[src/include/e3dl_pkg.sv]
// shared constants for the data-link message receiver tail
package e3dl_pkg;
  // register map
  localparam logic [7:0] ADDR_CONTROL      = 8'h18;
  localparam logic [7:0] ADDR_STATUS       = 8'h19;
  // control register fields
  localparam int         CTL_IRQ_FLAG_BIT  = 0;
  localparam int         CTL_IRQ_MASK_BIT  = 1;
  localparam int         CTL_RX_ON_BIT     = 2;
  localparam logic       RX_ON_RESET       = 1'b1;
  localparam logic       IRQ_MASK_RESET    = 1'b0;
  // status register fields
  localparam int         STS_FLAG_BIT      = 0;
  localparam int         STS_EOM_BIT       = 1;
  localparam int         STS_CRC_BIT       = 2;
  localparam int         STS_ORIGIN_BIT    = 3;
  localparam int         STS_KIND_LSB      = 4;
  localparam int         STS_ABORT_BIT     = 6;
  // frame layout, counted from the first octet after the opening flag
  localparam int         HDR_ORIGIN_OCTET  = 0;
  localparam int         HDR_ORIGIN_BIT    = 1;
  localparam int         PAYLOAD_FIRST     = 3;
  // message classes
  localparam logic [1:0] KIND_PATH         = 2'h0;
  localparam logic [1:0] KIND_IDLE         = 2'h1;
  localparam logic [1:0] KIND_TEST         = 2'h2;
  localparam logic [1:0] KIND_INTL_PATH    = 2'h3;
  // check sequence
  localparam logic [15:0] CRC_INIT         = 16'hFFFF;
  localparam logic [15:0] CRC_POLY_REFL    = 16'h8408;
  localparam logic [15:0] CRC_GOOD_RESIDUE = 16'hF0B8;
  // state machine, one-hot
  typedef enum logic [2:0] {
    ST_IDLE   = 3'b001,
    ST_BODY   = 3'b010,
    ST_REPORT = 3'b100
  } e3dl_state_t;
endpackage

[src/e3dl_fifo.sv]
// small first-word-fall-through fifo with registered output
`timescale 1ns/1ns
`default_nettype none
module e3dl_fifo #(
  parameter int WIDTH = 9,
  parameter int DEPTH = 8
) (
  // clock and reset
  input  wire logic             clk_in,
  input  wire logic             rst_n_in,
  // fill side
  input  wire logic             in_valid_in,
  input  wire logic [WIDTH-1:0] in_data_in,
  output logic                  in_ready_out,
  // drain side
  output logic                  out_valid_out,
  output logic      [WIDTH-1:0] out_data_out,
  input  wire logic             out_ready_in,
  // levels
  output logic                  full_out,
  output logic                  empty_out
);
  localparam int AW = $clog2(DEPTH);

  // depth must be a power of two so the pointers wrap by themselves
  if (DEPTH < 2 || (DEPTH & (DEPTH - 1)) != 0) begin : g_depth_check
    $error("e3dl_fifo: DEPTH must be a power of two, at least 2");
  end

  logic [WIDTH-1:0] mem [DEPTH];
  logic [AW-1:0]    wr_ptr;
  logic [AW-1:0]    rd_ptr;
  logic [AW:0]      count;
  logic             push;
  logic             pop;

  // array pushes while room, pops into the output register
  assign in_ready_out = (count != (AW+1)'(DEPTH));
  assign push         = in_valid_in && in_ready_out;
  assign pop          = (count != '0) && (!out_valid_out || out_ready_in);
  assign full_out     = !in_ready_out;
  assign empty_out    = (count == '0) && !out_valid_out;

  // storage write
  always_ff @(posedge clk_in) begin
    if (push) begin
      mem[wr_ptr] <= in_data_in;
    end
  end

  // pointers and occupancy
  always_ff @(posedge clk_in or negedge rst_n_in) begin
    if (!rst_n_in) begin
      wr_ptr <= '0;
      rd_ptr <= '0;
      count  <= '0;
    end else begin
      if (push) begin
        wr_ptr <= wr_ptr + 1'b1;
      end
      if (pop) begin
        rd_ptr <= rd_ptr + 1'b1;
      end
      if (push && !pop) begin
        count <= count + 1'b1;
      end else if (pop && !push) begin
        count <= count - 1'b1;
      end
    end
  end

  // output register holds the head word
  always_ff @(posedge clk_in or negedge rst_n_in) begin
    if (!rst_n_in) begin
      out_valid_out <= 1'b0;
      out_data_out  <= '0;
    end else if (pop) begin
      out_valid_out <= 1'b1;
      out_data_out  <= mem[rd_ptr];
    end else if (out_ready_in) begin
      out_valid_out <= 1'b0;
    end
  end
endmodule
`default_nettype wire

[src/e3dl_rx_tail.sv]
// data-link message receiver tail: classify, check, report completed frames
//
// The address-and-strobe port is this design's own decision.
`timescale 1ns/1ns
`default_nettype none
module e3dl_rx_tail #(
  parameter int         FIFO_DEPTH = 8,
  parameter int         ADDR_W     = 7,
  parameter logic [7:0] CODE_IDLE  = 8'h01,
  parameter logic [7:0] CODE_TEST  = 8'h02,
  parameter logic [7:0] CODE_INTL  = 8'h03
) (
  // clock and reset
  input  wire logic              clk_in,
  input  wire logic              rst_n_in,
  // register port
  input  wire logic [7:0]        reg_addr_in,
  input  wire logic [7:0]        reg_wdata_in,
  input  wire logic              reg_wr_in,
  input  wire logic              reg_rd_in,
  output logic      [7:0]        reg_rdata_out,
  // destuffed octet stream from the flag search stage
  input  wire logic              octet_valid_in,
  input  wire logic [7:0]        octet_data_in,
  input  wire logic              octet_last_in,
  output logic                   octet_ready_out,
  input  wire logic              flag_present_in,
  input  wire logic              abort_in,
  output logic                   search_enable_out,
  // receive message buffer write port
  output logic                   msg_wr_valid_out,
  output logic      [ADDR_W-1:0] msg_wr_addr_out,
  output logic      [7:0]        msg_wr_data_out,
  input  wire logic              msg_wr_ready_in,
  // processor interrupt
  output logic                   irq_out
);
  // refuse a buffer address too narrow for the longest message,
  // checked at elaboration so a bad build never starts
  if (ADDR_W < 7) begin : g_addr_w_check
    $error("e3dl_rx_tail: ADDR_W must hold an 84-octet message");
  end

  // one reflected crc-16 step over an octet
  function automatic logic [15:0] crc_step(input logic [15:0] crc, input logic [7:0] octet);
    logic [15:0] c;
    c = crc;
    for (int i = 0; i < 8; i++) begin
      if (c[0] ^ octet[i]) begin
        c = (c >> 1) ^ e3dl_pkg::CRC_POLY_REFL;
      end else begin
        c = c >> 1;
      end
    end
    return c;
  endfunction

  // map a type octet to its two-bit class
  function automatic logic [1:0] kind_of(input logic [7:0] code);
    logic [1:0] k;
    k = e3dl_pkg::KIND_PATH;
    if (code == CODE_IDLE) begin
      k = e3dl_pkg::KIND_IDLE;
    end else if (code == CODE_TEST) begin
      k = e3dl_pkg::KIND_TEST;
    end else if (code == CODE_INTL) begin
      k = e3dl_pkg::KIND_INTL_PATH;
    end
    return k;
  endfunction

  // registers and state
  logic                    rx_on;
  logic                    irq_mask;
  logic                    irq_flag;
  logic                    eom_flag;
  logic                    crc_flag;
  logic                    origin;
  logic [1:0]              kind;
  logic                    abort_flag;
  e3dl_pkg::e3dl_state_t   state;
  e3dl_pkg::e3dl_state_t   next_state;
  logic [15:0]             crc;
  logic [ADDR_W-1:0]       octet_idx;
  logic                    frame_origin;
  logic [1:0]              frame_kind;
  logic [15:0]             frame_crc;

  // fifo wiring
  logic                    fifo_valid;
  logic [8:0]              fifo_data;
  logic                    fifo_ready;
  logic                    fifo_push;
  logic                    take;
  logic                    is_payload;
  logic                    ctl_read;
  logic                    frame_done;

  // octets only enter while the receiver is on
  // gate by receiver_on
  assign fifo_push         = octet_valid_in && rx_on;
  assign search_enable_out = rx_on;

  e3dl_fifo #(
    .WIDTH (9),
    .DEPTH (FIFO_DEPTH)
  ) u_fifo (
    .clk_in        (clk_in),
    .rst_n_in      (rst_n_in),
    .in_valid_in   (fifo_push),
    .in_data_in    ({octet_last_in, octet_data_in}),
    .in_ready_out  (octet_ready_out),
    .out_valid_out (fifo_valid),
    .out_data_out  (fifo_data),
    .out_ready_in  (fifo_ready),
    .full_out      (),
    .empty_out     ()
  );

  // drain stalls when the message buffer cannot take a payload octet
  assign is_payload = (octet_idx >= ADDR_W'(e3dl_pkg::PAYLOAD_FIRST));
  assign fifo_ready = (state != e3dl_pkg::ST_REPORT) && !abort_in
                      && (msg_wr_ready_in || !is_payload);
  assign take       = fifo_valid && fifo_ready;
  assign frame_done = (state == e3dl_pkg::ST_REPORT);
  assign ctl_read   = reg_rd_in && (reg_addr_in == e3dl_pkg::ADDR_CONTROL);

  // frame sequencing
  always_comb begin
    next_state = state;
    case (state)
      e3dl_pkg::ST_IDLE: begin
        if (take && !fifo_data[8]) begin
          next_state = e3dl_pkg::ST_BODY;
        end else if (take) begin
          next_state = e3dl_pkg::ST_REPORT;
        end
      end
      e3dl_pkg::ST_BODY: begin
        if (abort_in) begin
          next_state = e3dl_pkg::ST_IDLE;
        end else if (take && fifo_data[8]) begin
          next_state = e3dl_pkg::ST_REPORT;
        end
      end
      e3dl_pkg::ST_REPORT: begin
        next_state = e3dl_pkg::ST_IDLE;
      end
      default: begin
        next_state = e3dl_pkg::ST_IDLE;
      end
    endcase
  end

  always_ff @(posedge clk_in or negedge rst_n_in) begin
    if (!rst_n_in) begin
      state <= e3dl_pkg::ST_IDLE;
    end else begin
      state <= next_state;
    end
  end

  // per-frame capture: index, running crc, origin and type
  always_ff @(posedge clk_in or negedge rst_n_in) begin
    if (!rst_n_in) begin
      octet_idx    <= '0;
      crc          <= e3dl_pkg::CRC_INIT;
      frame_origin <= 1'b0;
      frame_kind   <= e3dl_pkg::KIND_PATH;
    end else if (abort_in || frame_done) begin
      octet_idx    <= '0;
      crc          <= e3dl_pkg::CRC_INIT;
      frame_kind   <= e3dl_pkg::KIND_PATH;
    end else if (take) begin
      if (octet_idx != '1) begin
        octet_idx <= octet_idx + 1'b1;
      end
      crc <= crc_step(crc, fifo_data[7:0]);
      if (octet_idx == ADDR_W'(e3dl_pkg::HDR_ORIGIN_OCTET)) begin
        frame_origin <= fifo_data[e3dl_pkg::HDR_ORIGIN_BIT];
      end
      if (octet_idx == ADDR_W'(e3dl_pkg::PAYLOAD_FIRST)) begin
        frame_kind <= kind_of(fifo_data[7:0]);
      end
    end
  end

  // crc held at the end of the frame, residue checked in report
  always_ff @(posedge clk_in or negedge rst_n_in) begin
    if (!rst_n_in) begin
      frame_crc <= e3dl_pkg::CRC_INIT;
    end else if (take && fifo_data[8]) begin
      frame_crc <= crc_step(crc, fifo_data[7:0]);
    end
  end

  // payload octets go to the message buffer
  always_ff @(posedge clk_in or negedge rst_n_in) begin
    if (!rst_n_in) begin
      msg_wr_valid_out <= 1'b0;
      msg_wr_addr_out  <= '0;
      msg_wr_data_out  <= '0;
    end else begin
      msg_wr_valid_out <= take && is_payload;
      if (take && is_payload) begin
        msg_wr_addr_out <= octet_idx - ADDR_W'(e3dl_pkg::PAYLOAD_FIRST);
        msg_wr_data_out <= fifo_data[7:0];
      end
    end
  end

  // status published in one step once the frame is fully checked
  always_ff @(posedge clk_in or negedge rst_n_in) begin
    if (!rst_n_in) begin
      eom_flag <= 1'b0;
      crc_flag <= 1'b0;
      origin   <= 1'b0;
      kind     <= e3dl_pkg::KIND_PATH;
    end else if (frame_done) begin
      eom_flag <= 1'b1;
      crc_flag <= (frame_crc != e3dl_pkg::CRC_GOOD_RESIDUE);
      origin   <= frame_origin;
      kind     <= frame_kind;
    end else if (take && state == e3dl_pkg::ST_IDLE) begin
      eom_flag <= 1'b0;
    end
  end

  // abort seen in any state, cleared by the next frame start
  always_ff @(posedge clk_in or negedge rst_n_in) begin
    if (!rst_n_in) begin
      abort_flag <= 1'b0;
    end else if (abort_in) begin
      abort_flag <= 1'b1;
    end else if (take && state == e3dl_pkg::ST_IDLE) begin
      abort_flag <= 1'b0;
    end
  end

  // control register writes
  always_ff @(posedge clk_in or negedge rst_n_in) begin
    if (!rst_n_in) begin
      rx_on    <= e3dl_pkg::RX_ON_RESET;
      irq_mask <= e3dl_pkg::IRQ_MASK_RESET;
    end else if (reg_wr_in && reg_addr_in == e3dl_pkg::ADDR_CONTROL) begin
      rx_on    <= reg_wdata_in[e3dl_pkg::CTL_RX_ON_BIT];
      irq_mask <= reg_wdata_in[e3dl_pkg::CTL_IRQ_MASK_BIT];
    end
  end

  // interrupt flag: set on completion wins over read clear
  always_ff @(posedge clk_in or negedge rst_n_in) begin
    if (!rst_n_in) begin
      irq_flag <= 1'b0;
    end else if (frame_done) begin
      irq_flag <= 1'b1;
    end else if (ctl_read) begin
      irq_flag <= 1'b0;
    end
  end

  assign irq_out = irq_flag && irq_mask;

  // read data, one cycle after the strobe; unmapped reads zero
  always_ff @(posedge clk_in or negedge rst_n_in) begin
    if (!rst_n_in) begin
      reg_rdata_out <= 8'h00;
    end else if (reg_rd_in) begin
      case (reg_addr_in)
        e3dl_pkg::ADDR_CONTROL: begin
          reg_rdata_out <= {5'h00, rx_on, irq_mask, irq_flag};
        end
        e3dl_pkg::ADDR_STATUS: begin
          reg_rdata_out <= {1'b0, abort_flag, kind, origin, crc_flag, eom_flag,
                            flag_present_in};
        end
        default: begin
          reg_rdata_out <= 8'h00;
        end
      endcase
    end else begin
      reg_rdata_out <= 8'h00;
    end
  end
endmodule
`default_nettype wire

[config.mk]
export PLATFORM = sky130hd
export DESIGN_NAME = e3dl_rx_tail
export DESIGN_NICKNAME = d
export VERILOG_FILES = /design/src/include/e3dl_pkg.sv /design/src/e3dl_fifo.sv /design/src/e3dl_rx_tail.sv
export SDC_FILE = /design/constraint.sdc
export NUM_CORES = 1
export LEC_CHECK = 0
export ABC_AREA = 1
export BUFFER_PORTS_ARGS = -buffer_cell sky130_fd_sc_hd__buf_4
export CAP_MARGIN = 25
export CORE_UTILIZATION = 45
export CTS_BUF_LIST = sky130_fd_sc_hd__clkbuf_8
export CTS_CLUSTER_SIZE = 8
export DETAILED_ROUTE_END_ITERATION = 10
export PLACE_DENSITY_LB_ADDON = 0.1
export SYNTH_ARGS = -nofsm -noshare
export SYNTH_HDL_FRONTEND = slang
export SYNTH_SLANG_ARGS = --single-unit
[constraint.sdc]
create_clock -name clk_in -period 3.9 [get_ports clk_in]
set_clock_uncertainty 0.05 [all_clocks]
set_input_delay 0.585 -clock clk_in [delete_from_list [all_inputs] [get_ports clk_in]]
set_output_delay 0.585 -clock clk_in [all_outputs]
set_load 0.02 [all_outputs]
==> out/qor.txt <==
H-tree levels -> 4
type of the setup path with the least slack -> reg -> reg
total cell area at the placement stage -> 0.008097 mm²
flip-flop and latch count after synthesis -> 169
cts repair resizes -> 0
maximum number of pins on one net before global-route repair -> 81
Hold Path Origin -> reg_wdata_in[2]
largest buffer count on any clock path -> 2
worst-path maximum fanout -> 14
TritonCTS sink count -> 169
leakage power of the design -> 3.883 nW
# nets final -> 880
cell row count -> 46
later-pin clock latency in the skew report -> 460 ps
met3 wire length -> 627 µm
tightest hold margin -> 291.6 ps
most common cell after layout, fill and taps aside -> nand2_1
initial cell density of the core -> 46.75%
Die Span X -> 131.4 µm
count of endpoints failing setup in the final report -> 0
DRC violations left -> 0
IR drop worst, VDD -> 320.4 µV
leading cell types in the layout, fill and taps excluded -> nand2_1, edfxtp_1, nor2_1
Fill cells -> 1473
power per unit of standard cell area -> 767.4 mW/mm²
Met1 Wirelength -> 7.202 mm
via count of the first global-routing pass -> 5229
Crit path buffers/inverters -> 1
highest metal layer used by the detailed router -> met4
number of antenna violations at the first check in global routing -> 0
number of buffers created by CTS -> 17
yosys warns -> 0
synthesized instance count -> 785
total global routing overflow -> 0
WL/cell -> 15.28 µm
outcome -> complete, no violations
number of buffers added for setup after CTS -> 0
sequential fraction of the synthesis area -> 61.48%
dpl cells -> 1031
synth-to-layout area growth -> 12.34%
final hold viol count -> 0
cell family contributing the most delay on the critical path -> simple AND/OR/NAND/NOR gates
syn nets -> 826
data arrival time at the worst-slack endpoint -> 3500 ps
num ports -> 60
Detailed Place HPWL -> 10.93 mm
minimum clock period after layout -> 3208 ps
CP dominant cell by count -> nand2_1
Worst Hold Class -> in -> reg
share of layout cells above drive strength 1 -> 16.08%
Root Buffer -> clkbuf_8
required time at the endpoint of the critical path -> 4190 ps
GRT Overall Usage -> 19.99%
predominant post-synthesis flop cell -> edfxtp_1
cell with the largest stage delay on the worst path -> dfrtp_1
total negative setup slack -> 0 ps
Detail Route Antenna Nets -> 0
number of DRC violations after detailed-routing iteration 0 -> 255
final antenna diode count -> 0
first-pass GRT wire length -> 26.51 mm
clock input transition at the sequential cells of the worst setup and hold paths -> 90 ps
number of synthesized flops with an enable pin -> 72
share of the cycle needed by the critical path after routing -> 82.26%
clock tree from TritonCTS -> built
Synth cell types -> 37
height of the chip -> 131.4 µm
Max Cap Viol -> 0
number of iterations in the first detailed-routing pass -> 4
Mapped Area -> 0.007533 mm²
unrepaired setup endpoints after global routing -> false
Post-Route WL -> 16.32 mm
metal2 WL -> 8.221 mm
end-of-flow core utilization -> 52.52%
number of vias after detailed routing -> 5364
crit path cell chain -> ha_1 -> nand2_1 -> nor2_1 -> nand2_1 -> nand2_1 -> nand2_2 -> nand2_1 -> nand2_2 -> nand2_2 -> ha_1 -> inv_1 -> ha_1 -> a21oi_1 -> nand2_1 -> a21oi_1 -> o21ai_0 -> xor2_1
detail-routed via count per cell -> 5.022
relative max-transition margin -> 31.40%
Routability Congestion -> 0.7993
Synth Area per Inst -> 9.597 µm²
timing-limited maximum frequency -> 311.7 MHz
Worst Max-Slew Pin Slew -> 1025 ps
number of port buffers -> 52
Worst R2R Start -> octet_idx[0]
post-layout instance count excluding filler cells -> 1068
Synth async-reset ratio -> 57.40%
DIE AREA -> 0.01726 mm²
critical path startpoint -> octet_idx[0]
delay contributed by the slowest stage of the critical path -> 450 ps
core region area -> 0.01612 mm²
final instance area -> 0.008463 mm²
critical path launch point type -> flip-flop
endpoint kind of the worst setup timing path -> flip-flop
final max-slew violation count -> 0
==> synthesized netlist by cell type (all sizes together), types with 2 or more instances <==
library cell	count	area [µm²]
a21oi	5	25.02
buf	20	123.9
clkbuf	10	37.54
clkinv	2	7.510
dfrtp	63	1577
dfstp	34	893.4
edfxtp	72	2162
ha	7	87.58
inv	60	227.7
nand2	243	927.1
nand3	60	317.8
nand4	7	50.05
nor2	71	284.0
nor3	6	30.03
nor4	3	18.77
o21ai	67	335.3
o22ai	22	137.6
xnor2	12	105.1
xor2	15	131.4
==> state kept, by name, indices dropped and copies added, names as in the netlist, 4 cells and up <==
name	cells
crc	16
frame_crc	16
msg_wr_addr_out	7
msg_wr_data_out	8
octet_idx	7
reg_rdata_out	7
u_fifo.count	4
u_fifo.mem	72
u_fifo.out_data_out	9
==> area by class of cell <==
cell class | count | area (µm²) | area share, %
Sequential cell | 169 | 4632 | 54.73
Multi-Input combinational cell | 524 | 2505 | 29.60
Timing Repair Buffer | 65 | 514.2 | 6.076
Tap cell | 216 | 270.3 | 3.193
Inverter | 62 | 235.2 | 2.779
Clock buffer | 17 | 234.0 | 2.765
Clock inverter | 15 | 72.57 | 0.8575
==> routing by layer <==
layer | vias to the layer above | GRT usage (%)
li1 | 2678 | -
met1 | 2550 | 24.62
met2 | 117 | 34.66
met5 | - | 0
met3 | 19 | 4.012
met4 | 0 | 7.429
==> path summary, 6_finish.rpt <==
path	end	slack [ps]	cells past startpoint
setup / recovery	u_fifo.count[3]	690	17
hold / removal	search_enable_out	290	3
setup reg to reg	u_fifo.count[3]	690	17
hold reg to reg	frame_crc[12]	420	2
max in group asynchronous	crc[12]	2440	4
min in group asynchronous	msg_wr_addr_out[0]	420	2
==> metrics by stage <==
step | total power (W) | setup slack, ps
after floorplan | 0.004704 | 1198
after global placement | 0.005448 | 816.9
after detailed placement | 0.005527 | 715.2
after CTS | 0.006554 | 699.2
after global routing | 0.007031 | 395.8
final | 0.006495 | 691.9
==> logic make-up (layout without fill, tap and decap cells) <==
kind of cell / after synthesis / after routing / share of synthesized area, %
AOI/OAI and AO/OA: 95 / 95 / 6.693
xor gates and xnor gates: 27 / 27 / 3.139
adders and majority gates: 8 / 8 / 1.428
buffers and inverters: 92 / 159 / 5.265
DFF: 169 / 169 / 61.48
muxes: 1 / 1 / 0.1495
other: 1 / 1 / 0.04978
and+or+nand+nor: 392 / 392 / 21.79
==> repair_timing <==
action / CTS / global route
hold buffers: 0 / 1
setup endpoints to repair: 0 / 0
endpoints found under the hold margin: 0 / 6
==> worst min-delay path, delay by kind of cell <==
kind / cells / cell delay [ps]
buffers and inverters: 1 / 70
AO/OA/AOI/OAI: 1 / 70
AND/OR/NAND/NOR: 1 / 40
==> power breakdown <==
group	internal (W)	switching, W
Combinational	0.000913	0.00171
Sequential	0.00247	0.000384
Clock	0.000415	0.000600
Note: power is estimated with default switching activity, not from simulation.
